[src/logic/fcp_consts.svh]
// Offsets, field positions, reset values and timing counts of the loader
`ifndef FCP_CONSTS_SVH
`define FCP_CONSTS_SVH
`define FCP_CTRL_OFS    12'h000
`define FCP_STAT_OFS    12'h004
`define FCP_CTRL_RST    32'h0010_0000
`define FCP_CTRL_MASK   32'hFFFF_006F
`define FCP_WSEL_LSB    0
`define FCP_SINGLE_BIT  3
`define FCP_REMOTE_BIT  4
`define FCP_RIMG_LSB    5
`define FCP_WORDS_LSB   16
`define FCP_CLK_NS      25
`define FCP_HALF_NS     100
`define FCP_HALF_CYC    8'((`FCP_HALF_NS + `FCP_CLK_NS - 1) / `FCP_CLK_NS)
`define FCP_CMD_READ    8'h03
`define FCP_CMD_LAST    4'h7
`define FCP_WORD_BITS   6'h20
`define FCP_IR_CAPTURE  4'h1
`define FCP_IR_IDCODE   4'h1
`define FCP_IR_STATUS   4'h2
`define FCP_IR_BYPASS   4'hF
`endif

[src/logic/fcp_pkg.sv]
// Types and shared helpers of the configuration pin loader
package fcp_pkg;
  typedef enum logic [5:0] {
    LD_HOLD = 6'h01, LD_CMD = 6'h02, LD_LOAD = 6'h04,
    LD_REL  = 6'h08, LD_USER = 6'h10, LD_FAIL = 6'h20
  } fcp_ld_t;
  typedef enum logic [15:0] {
    TP_RESET  = 16'h0001, TP_IDLE   = 16'h0002, TP_SEL_DR = 16'h0004,
    TP_CAP_DR = 16'h0008, TP_SH_DR  = 16'h0010, TP_EX1_DR = 16'h0020,
    TP_PAU_DR = 16'h0040, TP_EX2_DR = 16'h0080, TP_UPD_DR = 16'h0100,
    TP_SEL_IR = 16'h0200, TP_CAP_IR = 16'h0400, TP_SH_IR  = 16'h0800,
    TP_EX1_IR = 16'h1000, TP_PAU_IR = 16'h2000, TP_EX2_IR = 16'h4000,
    TP_UPD_IR = 16'h8000
  } fcp_tap_st_t;
  typedef struct packed {
    fcp_tap_st_t st;
    logic        tck_q;
    logic [3:0]  ir;
    logic [3:0]  irs;
    logic [31:0] dr;
    logic        tdo;
    logic        tdo_oe;
  } fcp_tap_t;
  typedef struct packed {
    fcp_ld_t     st;
    logic        crst_q;
    logic        cclk_q;
    logic        mode_act;
    logic        remote;
    logic [1:0]  image;
    logic [2:0]  wsel;
    logic [31:0] ctrl;
    logic [31:0] word;
    logic [31:0] xacc;
    logic [5:0]  bitcnt;
    logic [15:0] widx;
    logic [7:0]  div;
    logic [3:0]  cmdcnt;
    logic [7:0]  cmd;
    logic        cclk_o;
    logic        cclk_oe;
    logic [31:0] lane_o;
    logic [31:0] lane_oe;
    logic        done_o;
    logic        done_oe;
    logic        err_n;
    logic        err_id;
    logic        err_crc;
    logic        err_rem;
    logic        user;
    logic [31:0] prdata;
    logic        pready;
    logic        pslverr;
  } fcp_top_t;
  // Active lane count for a width code; codes 6 and 7 act as 32 lanes
  function automatic logic [5:0] fcp_lanes(input logic [2:0] ws);
    case (ws)
      3'h0:    return 6'h01;
      3'h1:    return 6'h02;
      3'h2:    return 6'h04;
      3'h3:    return 6'h08;
      3'h4:    return 6'h10;
      default: return 6'h20;
    endcase
  endfunction
  // Shift a word left by the lane count and merge the new lanes
  function automatic logic [31:0] fcp_pack(input logic [31:0] w,
                                           input logic [31:0] d,
                                           input logic [2:0]  ws);
    logic [31:0] m;
    m = (32'h1 << fcp_lanes(ws)) - 32'h1;
    return (w << fcp_lanes(ws)) | (d & m);
  endfunction
endpackage

[src/logic/fcp_sync.sv]
// Two-stage synchroniser for pins with a settable reset level
`timescale 1ns/1ps
module fcp_sync #(
  parameter int           W  = 1,
  parameter logic [W-1:0] RV = '0
) (
  input  wire logic         clk_sys,
  input  wire logic         rstn,
  input  wire logic [W-1:0] d,
  output logic      [W-1:0] q
);
  typedef struct packed {
    logic [W-1:0] m;
    logic [W-1:0] q;
  } sync_t;
  sync_t r_ff;
  sync_t nxt_r;

  // First stage feeds only the second stage
  always_comb begin
    nxt_r.m = d;
    nxt_r.q = r_ff.m;
  end

  always_ff @(posedge clk_sys) begin
    if (!rstn) begin
      r_ff <= {RV, RV};
    end else begin
      r_ff <= nxt_r;
    end
  end

  assign q = r_ff.q;
endmodule

[src/logic/fcp_tap.sv]
// Test access port sampled on the system clock
`timescale 1ns/1ps
module fcp_tap import fcp_pkg::*; #(
  parameter logic [31:0] ID_CODE = 32'h1234_5679  // Arbitrary value
) (
  input  wire logic       clk_sys,
  input  wire logic       rstn,
  input  wire logic       tck_s,
  input  wire logic       tms_s,
  input  wire logic       tdi_s,
  input  wire logic [7:0] status,
  output logic            tdo,
  output logic            tdo_oe
);
`include "fcp_consts.svh"
  fcp_tap_t r_ff;
  fcp_tap_t nxt_r;
  logic     rise;
  logic     fall;
  logic [4:0] top;

  // Edges of the test clock, found from the synchronised copy
  assign rise = tck_s & ~r_ff.tck_q;
  assign fall = ~tck_s & r_ff.tck_q;

  // Length of the selected data path, minus one
  always_comb begin
    if (r_ff.ir == `FCP_IR_IDCODE) top = 5'h1F;
    else if (r_ff.ir == `FCP_IR_STATUS) top = 5'h07;
    else top = 5'h00;
  end

  always_comb begin
    nxt_r = r_ff;
    nxt_r.tck_q = tck_s;
    if (rise) begin
      // Inputs taken at the rising test clock edge
      unique case (r_ff.st)
        TP_RESET:  nxt_r.ir = `FCP_IR_IDCODE;
        TP_CAP_IR: nxt_r.irs = `FCP_IR_CAPTURE;
        TP_SH_IR:  nxt_r.irs = {tdi_s, r_ff.irs[3:1]};
        TP_UPD_IR: nxt_r.ir = r_ff.irs;
        TP_CAP_DR: begin
          if (r_ff.ir == `FCP_IR_IDCODE) nxt_r.dr = ID_CODE;
          else if (r_ff.ir == `FCP_IR_STATUS) nxt_r.dr = {24'h0, status};
          else nxt_r.dr = 32'h0000_0000;
        end
        TP_SH_DR: begin
          nxt_r.dr = r_ff.dr >> 1;
          nxt_r.dr[top] = tdi_s;
        end
        default: ;
      endcase
      unique case (r_ff.st)
        TP_RESET:  nxt_r.st = tms_s ? TP_RESET  : TP_IDLE;
        TP_IDLE:   nxt_r.st = tms_s ? TP_SEL_DR : TP_IDLE;
        TP_SEL_DR: nxt_r.st = tms_s ? TP_SEL_IR : TP_CAP_DR;
        TP_CAP_DR: nxt_r.st = tms_s ? TP_EX1_DR : TP_SH_DR;
        TP_SH_DR:  nxt_r.st = tms_s ? TP_EX1_DR : TP_SH_DR;
        TP_EX1_DR: nxt_r.st = tms_s ? TP_UPD_DR : TP_PAU_DR;
        TP_PAU_DR: nxt_r.st = tms_s ? TP_EX2_DR : TP_PAU_DR;
        TP_EX2_DR: nxt_r.st = tms_s ? TP_UPD_DR : TP_SH_DR;
        TP_UPD_DR: nxt_r.st = tms_s ? TP_SEL_DR : TP_IDLE;
        TP_SEL_IR: nxt_r.st = tms_s ? TP_RESET  : TP_CAP_IR;
        TP_CAP_IR: nxt_r.st = tms_s ? TP_EX1_IR : TP_SH_IR;
        TP_SH_IR:  nxt_r.st = tms_s ? TP_EX1_IR : TP_SH_IR;
        TP_EX1_IR: nxt_r.st = tms_s ? TP_UPD_IR : TP_PAU_IR;
        TP_PAU_IR: nxt_r.st = tms_s ? TP_EX2_IR : TP_PAU_IR;
        TP_EX2_IR: nxt_r.st = tms_s ? TP_UPD_IR : TP_SH_IR;
        TP_UPD_IR: nxt_r.st = tms_s ? TP_SEL_DR : TP_IDLE;
        default:   nxt_r.st = TP_RESET;
      endcase
    end
    if (fall) begin
      // Output moves on the falling edge, driven only while shifting
      nxt_r.tdo = (r_ff.st == TP_SH_IR) ? r_ff.irs[0] : r_ff.dr[0];
      nxt_r.tdo_oe = (r_ff.st == TP_SH_IR) | (r_ff.st == TP_SH_DR);
    end
  end

  always_ff @(posedge clk_sys) begin
    if (!rstn) begin
      r_ff <= '{st: TP_RESET, ir: `FCP_IR_IDCODE, default: '0};
    end else begin
      r_ff <= nxt_r;
    end
  end

  assign tdo    = r_ff.tdo;
  assign tdo_oe = r_ff.tdo_oe;
endmodule

[src/logic/fcp_top.sv]
// Configuration pin loader: reset trigger, serial load, done flag, TAP
//
// Added by the designer: the APB register port and the register offsets.
`timescale 1ns/1ps
module fcp_top import fcp_pkg::*; #(
  parameter logic [31:0] ID_WORD = 32'h5A5A_0001,  // Arbitrary value
  parameter logic [31:0] ID_CODE = 32'h1234_5679   // Arbitrary value
) (
  input  wire logic        clk_sys,
  input  wire logic        rstn,
  input  wire logic [11:0] paddr,
  input  wire logic        psel,
  input  wire logic        penable,
  input  wire logic        pwrite,
  input  wire logic [31:0] pwdata,
  output logic      [31:0] prdata,
  output logic             pready,
  output logic             pslverr,
  input  wire logic        config_reset_n,
  input  wire logic        serial_mode_select_n,
  input  wire logic [1:0]  image_select,
  input  wire logic        config_serial_clock_i,
  output logic             config_serial_clock_o,
  output logic             config_serial_clock_oe,
  input  wire logic [31:0] config_data_lane_i,
  output logic      [31:0] config_data_lane_o,
  output logic      [31:0] config_data_lane_oe,
  input  wire logic        config_done_flag_i,
  output logic             config_done_flag_o,
  output logic             config_done_flag_oe,
  output logic             config_error_n,
  output logic             user_io_en,
  input  wire logic        tck,
  input  wire logic        tms,
  input  wire logic        tdi,
  output logic             tdo,
  output logic             tdo_oe
);
`include "fcp_consts.svh"

  ////////////////////////////////////////////////////////////////////////
  // Pin synchronisers

  localparam int SW = 41;
  // Pulled-up pins come out of reset as one; the test clock has no pull-up
  localparam logic [SW-1:0] SRV = {1'h0, 2'h3, 1'h1, 1'h1, 2'h0, 1'h0, 1'h0, 32'h0};

  logic [SW-1:0] sy;
  logic          tck_s;
  logic          tms_s;
  logic          tdi_s;
  logic          crst_s;
  logic          ssl_s;
  logic [1:0]    img_s;
  logic          cclk_s;
  logic          done_s;
  logic [31:0]   lane_s;

  // Loader state, declared ahead of the TAP that reports it
  fcp_top_t      r_ff;
  fcp_top_t      nxt_r;

  fcp_sync #(
    .W  (SW),
    .RV (SRV)
  ) u_sync (
    .clk_sys (clk_sys),
    .rstn    (rstn),
    .d       ({tck, tms, tdi, config_reset_n, serial_mode_select_n,
                image_select, config_serial_clock_i, config_done_flag_i,
                config_data_lane_i}),
    .q       (sy)
  );

  // Split the synchronised bundle
  assign {tck_s, tms_s, tdi_s, crst_s, ssl_s, img_s, cclk_s, done_s,
          lane_s} = sy;

  ////////////////////////////////////////////////////////////////////////
  // Test access port

  // Weak pull-ups mean an open input reads one
  fcp_tap #(
    .ID_CODE (ID_CODE)
  ) u_tap (
    .clk_sys (clk_sys),
    .rstn    (rstn),
    .tck_s   (tck_s),
    .tms_s   (tms_s),
    .tdi_s   (tdi_s),
    .status  ({r_ff.st[5:0], r_ff.user, r_ff.err_n}),
    .tdo     (tdo),
    .tdo_oe  (tdo_oe)
  );

  ////////////////////////////////////////////////////////////////////////
  // Loader working signals

  logic        acc;
  logic        hit;
  logic        wr;
  logic [31:0] rd;
  logic        start;
  logic        go_remote;
  logic [31:0] cfg;
  logic        tick;
  logic        g_rise;
  logic        g_fall;
  logic        bit_ev;
  logic [31:0] din;
  logic [31:0] wnext;
  logic [5:0]  bsum;
  logic [15:0] words;

  ////////////////////////////////////////////////////////////////////////
  // Register bus decode

  assign acc   = psel & penable;
  assign hit   = (paddr == `FCP_CTRL_OFS) | (paddr == `FCP_STAT_OFS);
  assign wr    = acc & r_ff.pready & pwrite & (paddr == `FCP_CTRL_OFS);
  assign words = r_ff.ctrl[`FCP_WORDS_LSB +: 16];

  // Read mux; unmapped addresses read zero
  always_comb begin
    rd = 32'h0000_0000;
    if (paddr == `FCP_CTRL_OFS) begin
      rd = r_ff.ctrl;
    end else if (paddr == `FCP_STAT_OFS) begin
      rd = {16'h0000, r_ff.widx[5:0], r_ff.st, r_ff.user,
            r_ff.err_rem, r_ff.err_crc, r_ff.err_id};
      rd[31:28] = {r_ff.mode_act, r_ff.remote, r_ff.image};
    end
  end

  ////////////////////////////////////////////////////////////////////////
  // Pass triggers and serial clock events

  // A pin pass starts only on the rising reset edge
  assign start = ~r_ff.crst_q & crst_s;
  // Software reload is taken only from user mode
  assign go_remote = wr & pwdata[`FCP_REMOTE_BIT] & (r_ff.st == LD_USER);
  // A reload takes width and image from the very word that starts it
  assign cfg = go_remote ? (pwdata & `FCP_CTRL_MASK) : r_ff.ctrl;

  // Own clock divider, ticking only while fetching
  assign tick   = r_ff.mode_act & (r_ff.st == LD_CMD | r_ff.st == LD_LOAD)
                  & (r_ff.div == `FCP_HALF_CYC - 8'h01);
  assign g_rise = tick & ~r_ff.cclk_o;
  assign g_fall = tick & r_ff.cclk_o;

  // Host clock edge, found from the synchronised copy
  assign bit_ev = r_ff.mode_act ? g_rise : (~r_ff.cclk_q & cclk_s);

  // Single lane active mode reads data back on lane 1
  assign din = (r_ff.mode_act && r_ff.wsel == 3'h0) ?
               {31'h0, lane_s[1]} : lane_s;
  assign wnext = fcp_pack(r_ff.word, din, r_ff.wsel);
  assign bsum  = r_ff.bitcnt + fcp_lanes(r_ff.wsel);

  ////////////////////////////////////////////////////////////////////////
  // Next-state logic

  always_comb begin
    nxt_r = r_ff;
    nxt_r.crst_q = crst_s;
    nxt_r.cclk_q = cclk_s;
    nxt_r.done_o = 1'b0;

    // Bus answer: one wait cycle, then a one-cycle ready
    nxt_r.pready  = 1'b0;
    nxt_r.pslverr = 1'b0;
    if (acc & ~r_ff.pready) begin
      nxt_r.pready  = 1'b1;
      nxt_r.pslverr = ~hit;
      nxt_r.prdata  = rd;
    end
    if (wr) begin
      nxt_r.ctrl = pwdata & `FCP_CTRL_MASK;
    end

    // Divider runs while the device makes the clock
    if (tick) begin
      nxt_r.div    = 8'h00;
      nxt_r.cclk_o = ~r_ff.cclk_o;
    end else if (r_ff.mode_act) begin
      nxt_r.div = r_ff.div + 8'h01;
    end

    unique case (r_ff.st)
      LD_HOLD: ;
      LD_CMD: begin
        // Read opcode out on lane 0, and on lane 4 in x8
        if (g_fall) begin
          nxt_r.lane_o[0] = r_ff.cmd[7];
          nxt_r.lane_o[4] = r_ff.cmd[7];
          nxt_r.cmd = {r_ff.cmd[6:0], 1'b0};
        end
        if (g_rise) begin
          nxt_r.cmdcnt = r_ff.cmdcnt + 4'h1;
          if (r_ff.cmdcnt == `FCP_CMD_LAST) begin
            nxt_r.st = LD_LOAD;
            // Lane 0 stays an output only in x1
            nxt_r.lane_oe[0] = (r_ff.wsel == 3'h0);
            nxt_r.lane_oe[4] = 1'b0;
          end
        end
      end
      LD_LOAD: begin
        if (bit_ev) begin
          nxt_r.word   = wnext;
          nxt_r.bitcnt = bsum;
          if (bsum == `FCP_WORD_BITS) begin
            nxt_r.bitcnt = 6'h00;
            nxt_r.widx   = r_ff.widx + 16'h0001;
            if (r_ff.widx == 16'h0000) begin
              // Header must carry this device's identity
              if (wnext != ID_WORD) begin
                nxt_r.st     = LD_FAIL;
                nxt_r.err_id = 1'b1;
              end
            end else if (r_ff.widx <= words) begin
              nxt_r.xacc = r_ff.xacc ^ wnext;
            end else if (wnext != r_ff.xacc) begin
              nxt_r.st      = LD_FAIL;
              nxt_r.err_crc = 1'b1;
            end else begin
              // Image good: release the done line
              nxt_r.st      = LD_REL;
              nxt_r.done_oe = 1'b0;
            end
          end
        end
      end
      LD_REL: begin
        // Wait for the wired line; others may hold it low
        if (done_s) begin
          nxt_r.st   = LD_USER;
          nxt_r.user = 1'b1;
        end
      end
      LD_USER: ;
      LD_FAIL: ;
      default: nxt_r.st = LD_HOLD;
    endcase

    // Lane drivers and clock driver are off outside the fetch
    if (nxt_r.st != LD_CMD && nxt_r.st != LD_LOAD) begin
      nxt_r.lane_oe = 32'h0000_0000;
      nxt_r.cclk_oe = 1'b0;
    end

    // Failed pass: error pin low, remote flag if software asked
    if (nxt_r.st == LD_FAIL && r_ff.st != LD_FAIL) begin
      nxt_r.err_n   = 1'b0;
      nxt_r.err_rem = r_ff.remote;
    end

    // Reset pin low: hold, drive done low; bus registers untouched
    if (!crst_s) begin
      nxt_r.st      = LD_HOLD;
      nxt_r.done_oe = 1'b1;
      nxt_r.user    = 1'b0;
      nxt_r.lane_oe = 32'h0000_0000;
      nxt_r.cclk_oe = 1'b0;
    end

    // New pass from the reset pin or from a software reload
    if (start | go_remote) begin
      nxt_r.remote  = go_remote;
      nxt_r.wsel    = cfg[`FCP_WSEL_LSB +: 3];
      nxt_r.word    = 32'h0000_0000;
      nxt_r.xacc    = 32'h0000_0000;
      nxt_r.bitcnt  = 6'h00;
      nxt_r.widx    = 16'h0000;
      nxt_r.div     = 8'h00;
      nxt_r.cmdcnt  = 4'h0;
      nxt_r.cclk_o  = 1'b0;
      nxt_r.err_n   = 1'b1;
      nxt_r.err_id  = 1'b0;
      nxt_r.err_crc = 1'b0;
      nxt_r.err_rem = 1'b0;
      nxt_r.user    = 1'b0;
      nxt_r.done_oe = 1'b1;
      // Software reload keeps the old mode
      if (start) begin
        nxt_r.mode_act = ssl_s;
      end
      // Image chosen once for the whole pass
      if (go_remote) begin
        nxt_r.image = cfg[`FCP_RIMG_LSB +: 2];
      end else if (r_ff.ctrl[`FCP_SINGLE_BIT]) begin
        nxt_r.image = 2'h0;
      end else begin
        nxt_r.image = img_s;
      end
      if (go_remote ? r_ff.mode_act : ssl_s) begin
        // Active: drive clock and opcode lanes
        nxt_r.st        = LD_CMD;
        nxt_r.cclk_oe   = 1'b1;
        nxt_r.cmd       = {`FCP_CMD_READ} << 1;
        nxt_r.lane_o    = 32'h0000_0000;
        nxt_r.lane_o[0] = 1'(`FCP_CMD_READ >> 7);
        nxt_r.lane_o[4] = 1'(`FCP_CMD_READ >> 7);
        nxt_r.lane_oe   = 32'h0000_0000;
        nxt_r.lane_oe[0] = 1'b1;
        nxt_r.lane_oe[4] = (cfg[`FCP_WSEL_LSB +: 3] == 3'h3);
      end else begin
        // Passive: host owns clock and every lane
        nxt_r.st      = LD_LOAD;
        nxt_r.cclk_oe = 1'b0;
        nxt_r.lane_oe = 32'h0000_0000;
      end
    end
  end

  ////////////////////////////////////////////////////////////////////////
  // State register

  always_ff @(posedge clk_sys) begin
    if (!rstn) begin
      // Reset pin copy starts high like its synchroniser: no false start
      r_ff <= '{st: LD_HOLD, done_oe: 1'b1, err_n: 1'b1, crst_q: 1'b1,
                ctrl: `FCP_CTRL_RST, default: '0};
    end else begin
      r_ff <= nxt_r;
    end
  end

  ////////////////////////////////////////////////////////////////////////
  // Outputs, all straight from the state register

  assign prdata                 = r_ff.prdata;
  assign pready                 = r_ff.pready;
  assign pslverr                = r_ff.pslverr;
  assign config_serial_clock_o  = r_ff.cclk_o;
  assign config_serial_clock_oe = r_ff.cclk_oe;
  assign config_data_lane_o     = r_ff.lane_o;
  assign config_data_lane_oe    = r_ff.lane_oe;
  assign config_done_flag_o     = r_ff.done_o;
  assign config_done_flag_oe    = r_ff.done_oe;
  assign config_error_n         = r_ff.err_n;
  // Covers dual-purpose pins only; test and reset pins stay put
  assign user_io_en             = r_ff.user;

endmodule

[config.mk]
export PLATFORM = sky130hd
export DESIGN_NAME = fcp_top
export DESIGN_NICKNAME = d
export VERILOG_FILES = /design/src/logic/fcp_pkg.sv /design/src/logic/fcp_sync.sv /design/src/logic/fcp_tap.sv /design/src/logic/fcp_top.sv
export VERILOG_INCLUDE_DIRS = /design/src /design/src/logic
export SDC_FILE = /design/constraint.sdc
export NUM_CORES = 1
export LEC_CHECK = 0
export BUFFER_PORTS_ARGS = -buffer_cell sky130_fd_sc_hd__buf_4
export CORE_AREA = 2 2 206 208
export CTS_BUF_LIST = sky130_fd_sc_hd__clkbuf_2 sky130_fd_sc_hd__clkbuf_4 sky130_fd_sc_hd__clkbuf_8
export CTS_CLUSTER_SIZE = 10
export DETAILED_ROUTE_END_ITERATION = 16
export DIE_AREA = 0 0 208 210
export MAX_ROUTING_LAYER = met4
export PLACE_DENSITY = 0.61
export SYNTH_ARGS = -nofsm -noshare
export SYNTH_HDL_FRONTEND = slang
export SYNTH_SLANG_ARGS = --single-unit
[constraint.sdc]
create_clock -name clk_sys -period 7.5 [get_ports clk_sys]
set_input_delay 1.5 -clock clk_sys [delete_from_list [all_inputs] [get_ports clk_sys]]
set_output_delay 1.5 -clock clk_sys [all_outputs]
set_load 0.1 [all_outputs]
==> summary.md, run 1 <==
| Metric | Value |
|---|---|
| Outcome | finished, final reports clean |
| Via/cell ratio | 5.32 |
| Synth top cells by count | 329 x dfxtp_1, 250 x nor2_1, 195 x nand2_1 |
| Crit path launch type | flip-flop |
| Number of global-route vias before repair | 12.9k |
| Slew Viols, Final | 0 |
| Critical path capture point type | flip-flop |
| Hold path depth | 1 |
| Final Wtd Congestion | 0.947 |
| Reg2Reg Depth | 12 |
| Static Leak | 6.90 nW |
| Core Area | 41,500 um2 |
| GRT Total Usage | 21.2% |
| Number of hold violations in the final report | 0 |
| Height of the die | 210 um |
| CTS root buffer | clkbuf_8 |
| Clock Latency Late Sink | 640 ps |
| Global-route wire length before repair | 72,100 um |
| Synth area leaders | dfxtp_1 40%, nor2_1 5.7%, buf_4 4.5% |
| Synth Instances | 1,938 |
| Setup bufs post-CTS | 0 |
| DRC violation count after routing | 0 |
| Post-synth ARST share | 0% |
| Slowest-stage cell, CP | nor3_1 |
| Final setup viols | 0 |
| Core Rows | 75 |
| Clock sink count | 329 |
| Synth cell types | 101 |
| Fin Clk Skew | 33.5 ps |
| Yosys warning count | 0 |
| CP Class | reg -> reg |
| Fin Setup TNS | 0 ps |
| Crit path DAT | 5660 ps |
| 1st-iter DRT viols | 1,003 |
| Actual slew at the worst max-slew pin | 1300 ps |
| TritonCTS clock tree | built |
| Nets | 2,106 |
| Vias after detailed routing | 13.7k |
| Post-synth top area share | 40.3% |
| Post-CTS sizing | 0 |
| PwrDens | 207 nW/um2 |
| Initial antenna violation count | 0 |
| Count leader, synth | dfxtp_1 |
| Post-synth EDFFs | 0 |
| Reg area | 6590 um2 |
| Max Root-Sink Buffers | 3 |
| Seq/Total Area, Yosys | 40.3% |
| Largest net degree at the start of global routing | 98 |
| Die width | 208 um |
| Routed Antenna Nets | 0 |
| Fillers | 4,168 |
| Crit Path Max Fanout | 33 |
| Max stage delay on crit path | 940 ps |
| Die area | 43,700 um2 |
| Share of cells above drive strength 1 | 15.2% |
| Peak Freq | 195 MHz |
| CTS Buf Count | 56 |
| Avg Cell Area, Syn | 8.43 um2 |
| Multi-input logic area | 8540 um2 |
| Initial core utilization | 39.4% |
| Main synth FF type | dfxtp_1 |
| VDD IR max | 0.000140 V |
| H-Tree Depth | 2 |
| Diodes inserted | 0 |
| Worst hold path type | reg -> reg |
| Max cap viols | 0 |
| RSZ-0062 raised after global routing | false |
| I/O Pins | 196 |
| Mapped Area | 16,300 um2 |
| Tmin final | 5120 ps |
| Yosys reg bits | 329 |
| Leading area contributor after synthesis | dfxtp_1 |
| Drt wl/cell | 17.9 um |
| Max_slew headroom | 13.3% |
| Critical Path RT | 8040 ps |
| P&R area growth vs syn | 12.0% |
| Smallest hold slack | 408 ps |
| Detailed Routing Iterations Pass 1 | 5 |
| Post-Route WL | 46,100 um |
| Clock Pin Slew Worst Setup and Hold Paths | 70 ps |
| CP cell instances | nor3_1 > ha_1 > inv_1 > fa_1 > nor2b_1 > o21a_1 > o21ai_0 > a2111oi_2 > and3_1 > nand2_1 > or3_1 > a21oi_1 |
| Hold buffers post-CTS | 0 |
| Post-detail-place hpwl | 32,000 um |
| Congestion Overflow GR | 0 |
| I/O Buffers | 125 |
| Period Utilization, post-route | 68.2% |
==> logic make-up after synthesis <==
logic type / Yosys count / synth area share [%]
flip-flops: 329 / 40.3
other: 2 / 0.0459
buffers and inverters: 258 / 8.99
adder cells (fa/ha/maj): 27 / 2.11
multiplexers: 59 / 4.15
AO/OA/AOI/OAI: 370 / 15.2
XOR/XNOR: 81 / 4.34
AND/OR/NAND/NOR: 812 / 24.9
==> stage by stage <==
stage	power (mW)	util (%)	worst slack (ps)	area (um2)	cells
after floorplan	2.04	-	3600	16600	1998
after global placement	2.07	41.2	2520	17100	2470
after detailed placement	2.07	41.2	2460	17100	2470
after CTS	3.83	44.2	2490	18300	2571
after global routing	3.92	44.2	2180	18300	2571
final	3.78	44.2	2380	18300	2571
==> critical path: cells and delay by family (launching register included) <==
family | cells | cell delay (ps)
adder cells (fa/ha/maj) | 2 | 750
flip-flops | 1 | 560
buffers and inverters | 1 | 70
AND/OR/NAND/NOR | 5 | 2660
AO/OA/AOI/OAI | 4 | 970
==> placed cells by master (no fill, tap or decap), drive strengths merged, types with 14 or more instances in the layout <==
cell type	instances
conb	62
mux2	17
nor4	27
o21ai	56
nor3b	14
xor2	37
nand2b	26
o21a	14
nor2	250
dfxtp	329
a21oi	121
ha	26
clkbuf	91
nand4	18
nor2b	25
and2	85
buf	146
or3	14
nand3	32
nor3	51
xnor2	44
nand2	195
mux2i	37
inv	45
a211oi	29
a22oi	48
==> where the power goes <==
group          switching, mW  internal (mW)
sequential            0.0139           1.77
clock                  0.741           1.01
combinational          0.199         0.0485
==> cell type report <==
type	instances	area share, %
clock buffers	91	6.33
inverters	45	0.929
well taps	539	3.68
clock inverters	10	0.458
repair buffers	146	5.99
multi-input cells	1411	46.6
flip-flops and latches	329	36.0
==> routing by layer <==
metal | vias to the layer above | share of wire, % | GRT usage, %
met2 | 414 | 44 | 31.6
met4 | 0 | 3.2 | 8.09
met1 | 6475 | 46 | 28.0
met3 | 98 | 7.0 | 4.87
li1 | 6683 | - | -
met5 | - | 0 | -
==> worst paths after layout <==
check | start | end | slack [ps]
max reg2reg | r_ff[247] | r_ff[167] | 2380
min | u_sync.nxt_r[36] | u_sync.q[36] | 410
max | r_ff[247] | r_ff[167] | 2380
min reg2reg | u_sync.nxt_r[36] | u_sync.q[36] | 410
==> flip-flops by register name (all words and copies together) (netlist names) <==
| register | count |
|---|---|
| r_ff | 145 |
| u_tap.r_ff | 57 |
| u_sync.nxt_r | 41 |
| u_sync.q | 41 |
| prdata | 32 |
| config_data_lane_o | 2 |
| config_data_lane_oe | 2 |
| config_done_flag_oe | 1 |
| config_error_n | 1 |
| config_serial_clock_o | 1 |
| config_serial_clock_oe | 1 |
| pready | 1 |
| pslverr | 1 |
| u_tap.tdo | 1 |
| u_tap.tdo_oe | 1 |
| user_io_en | 1 |
(Power assumes the default switching activity.)
==> run 2, diff against run 1 <==
Settings changed: ABC_AREA from default to 1, CORE_AREA 2 2 206 208 to 2 2 208 210, DIE_AREA 0 0 208 210 to 0 0 210 212, PLACE_DENSITY 0.61 to 0.63.
Clock period 7.5 ns to 4.5 ns, I/O delays scaled along.
==> summary.md, run 2 <==
| Metric | Value |
|---|---|
| Initial core utilization | 39.3% |
| I/O Buffers | 125 |
| Detailed Routing Iterations Pass 1 | 7 |
| Period Utilization, post-route | 86.7% |
| Tot Pwr | 6.61 mW |
| Post-Route WL | 46,500 um |
| Diodes inserted | 0 |
| Fin Clk Skew | 39.4 ps |
| Max stage delay on crit path | 520 ps |
| Synth Instances | 2,377 |
| Simple-Gate Fraction of Synth Area | 29.5% |
| Final setup viols | 0 |
| Congestion Overflow GR | 0 |
| CP cell instances | nor2_4 > nand2_4 > inv_2 > ha_1 > nand3_1 > nand2_1 > a21oi_1 > nor2_1 > nor2_1 > xnor2_1 > nand2_2 > nor2_4 > nand4_4 > nor3_4 > nand3_1 > nor2_1 > nand2_1 > nor3_1 > nor3_1 |
| Reg2Reg Depth | 19 |
| Post-CTS sizing | 0 |
| CTS Buf Count | 55 |
| Clock sink count | 330 |
| FF-to-FF End | r_ff[141] |
| Core Area | 42,500 um2 |
| Filler-free cell count of the finished design | 3,042 |
| Hold path depth | 2 |
| Smallest hold slack | 404 ps |
| Main synth FF type | dfxtp_1 |
| RSZ-0062 raised after global routing | false |
| XOR/XNOR Fraction of Synth Area | 1.72% |
| Final Wtd Congestion | 0.923 |
| Top flop regs | r_ff (146), u_tap.r_ff (57) |
| GR met1 Demand/Resource | 27.0% |
| Nets | 2,569 |
| Die width | 210 um |
| VDD IR max | 0.000252 V |
| R2R Setup Slk | 600 ps |
| Synth cell types | 53 |
| Number of hold violations in the final report | 0 |
| Hold buffers post-CTS | 0 |
| Largest net degree at the start of global routing | 80 |
| Critical Path RT | 5030 ps |
| TritonCTS clock tree | built |
| Vias after detailed routing | 15.4k |
| Core Rows | 76 |
| Post-synth ARST share | 0% |
| Static Leak | 8.83 nW |
| Synth area leaders | dfxtp_1 40%, nand2_1 12%, inv_1 6.8% |
| Max cap viols | 0 |
| Count leader, synth | nand2_1 |
| Crit path launch type | flip-flop |
| P&R area growth vs syn | 12.8% |
| GRT Total Usage | 21.4% |
| Critical path capture point type | flip-flop |
| Post-synth top area share | 39.5% |
| Post-synth EDFFs | 0 |
| Commonest cells after routing, fill and taps aside | 545 x nand2_1, 330 x dfxtp_1, 299 x inv_1 |
| PwrDens | 350 nW/um2 |
| Largest family of logic cells by synthesized area | simple AND/OR/NAND/NOR gates |
| CTS root buffer | clkbuf_8 |
| RR Startpoint | r_ff[247] |
| Outcome | finished, final reports clean |
| Routed Antenna Nets | 0 |
| Tmin final | 3900 ps |
| Height of the die | 212 um |
| Number of global-route vias before repair | 14.6k |
| Post-Synth Adder-Cell Area | 2.07% |
| Met3 Resource Use GR | 3.44% |
| Clock Latency Late Sink | 660 ps |
| I/O Pins | 196 |
| Setup bufs post-CTS | 0 |
| Slew Viols, Final | 0 |
| Hold endpoint | u_sync.q[31] |
| H-Tree Depth | 2 |
| Met2 global-route usage | 34.0% |
| Share of cells above drive strength 1 | 13.9% |
| CP Class | reg -> reg |
| Max Root-Sink Buffers | 3 |
| Slowest-stage cell, CP | nor2_4 |
| Fin Setup TNS | 0 ps |
| Actual slew at the worst max-slew pin | 860 ps |
| Via/cell ratio | 5.05 |
| Die area | 44,500 um2 |
| Synth top cells by count | 545 x nand2_1, 330 x dfxtp_1, 301 x inv_1 |
| 1st-iter DRT viols | 919 |
| Drt wl/cell | 15.3 um |
| Peak Freq | 256 MHz |
| Crit path DAT | 4430 ps |
| Yosys reg bits | 330 |
| Initial antenna violation count | 0 |
| Clock Pin Slew Worst Setup and Hold Paths | 60 ps |
| Compound-Gate Fraction of Synth Area | 12.6% |
| Global-route wire length before repair | 74,600 um |
| Placed cells | 2,941 |
| Biggest register | r_ff |
| Mux contribution to synthesized area | 0.202% |
| Leading area contributor after synthesis | dfxtp_1 |
| Max_slew headroom | 42.5% |
| Commonest non-fill, non-tap cell in the layout | nand2_1 |
| Yosys warning count | 0 |
| Max reg flops | 146 |
| CP dominant cell by count | nor2_1 |
| Avg Cell Area, Syn | 7.03 um2 |
| Post-detail-place hpwl | 33,600 um |
| Crit Path Max Fanout | 18 |
| Grt peak-use layer | met2 |
| Hold path start | u_sync.nxt_r[31] |
| Seq/Total Area, Yosys | 39.5% |
| Worst hold path type | reg -> reg |
| DRC violation count after routing | 0 |
| Mapped Area | 16,700 um2 |
-- run 2: cell types whose count changed after synthesis, moves of 72 or more --
| cell | before | now |
|---|---|---|
| nor2_1 | 250 | 156 |
| and2_1 | 84 | 1 |
| a21oi_1 | 121 | 193 |
| nand3_1 | 31 | 190 |
| nand2_1 | 195 | 545 |
| o21ai_0 | 53 | 132 |
| inv_1 | 45 | 301 |
-- run 2: cells by family (layout without fill, tap and decap cells) --
kind of cell | count (synthesis) | after routing
buffers and inverters | 511 | 570
AOI/OAI and AO/OA | 392 | 392
other | 2 | 62
adders and majority gates | 27 | 27
muxes | 2 | 2
DFF | 330 | 330
xor gates and xnor gates | 32 | 32
and+or+nand+nor | 1081 | 1081
-- run 2: per-layer routing --
| metal | routed length [um] | vias up | share of wire, % |
|---|---|---|---|
| met3 | 2620 | 108 | 5.6 |
| met1 | 20900 | 7088 | 45 |
| li1 | - | 7694 | - |
| met5 | 0 | - | 0 |
| met2 | 21300 | 470 | 46 |
| met4 | 1720 | 0 | 3.7 |
-- run 2: area by class of cell --
class / instances / area, um2
fill: 4302 / 23600
multi-input combinational: 1596 / 7940
sequential: 330 / 6610
inverter: 315 / 1180
timing repair buffer: 154 / 1170
clock buffer: 87 / 1090
tap: 546 / 683
clock inverter: 14 / 199
-- run 2: per-stage QoR --
stage	area (um2)	worst slack, ps	util, %
5_1_grt	18900	263	44.4
4_1_cts	18900	627	44.4
3_5_place_dp	17600	642	41.4
2_1_floorplan	16900	1390	-
6_report	18900	597	44.4
3_3_place_gp	17600	738	41.4
-- run 2: worst max path at each step --
stage | startpoint | end | cells after the start
final | r_ff[247] | r_ff[141] | 19
after global routing | r_ff[247] | r_ff[141] | 19
after CTS | r_ff[247] | r_ff[141] | 19
after detailed placement | r_ff[247] | r_ff[141] | 19
after global placement | paddr[9] | r_ff[175] | 20
after floorplan | r_ff[246] | r_ff[141] | 20
-- run 2: power by group --
part	switching [mW]	internal [mW]
clock network	1.28	1.78
registers	0.0228	2.97
logic	0.453	0.103
-- run 2: critical path, delay by kind of cell, from the launching register on --
kind,cells,cell delay (ps)
buffers and inverters,1,290
xor gates and xnor gates,1,220
and+or+nand+nor,15,2340
adders and majority gates,1,290
DFF,1,490
AOI/OAI and AO/OA,1,150
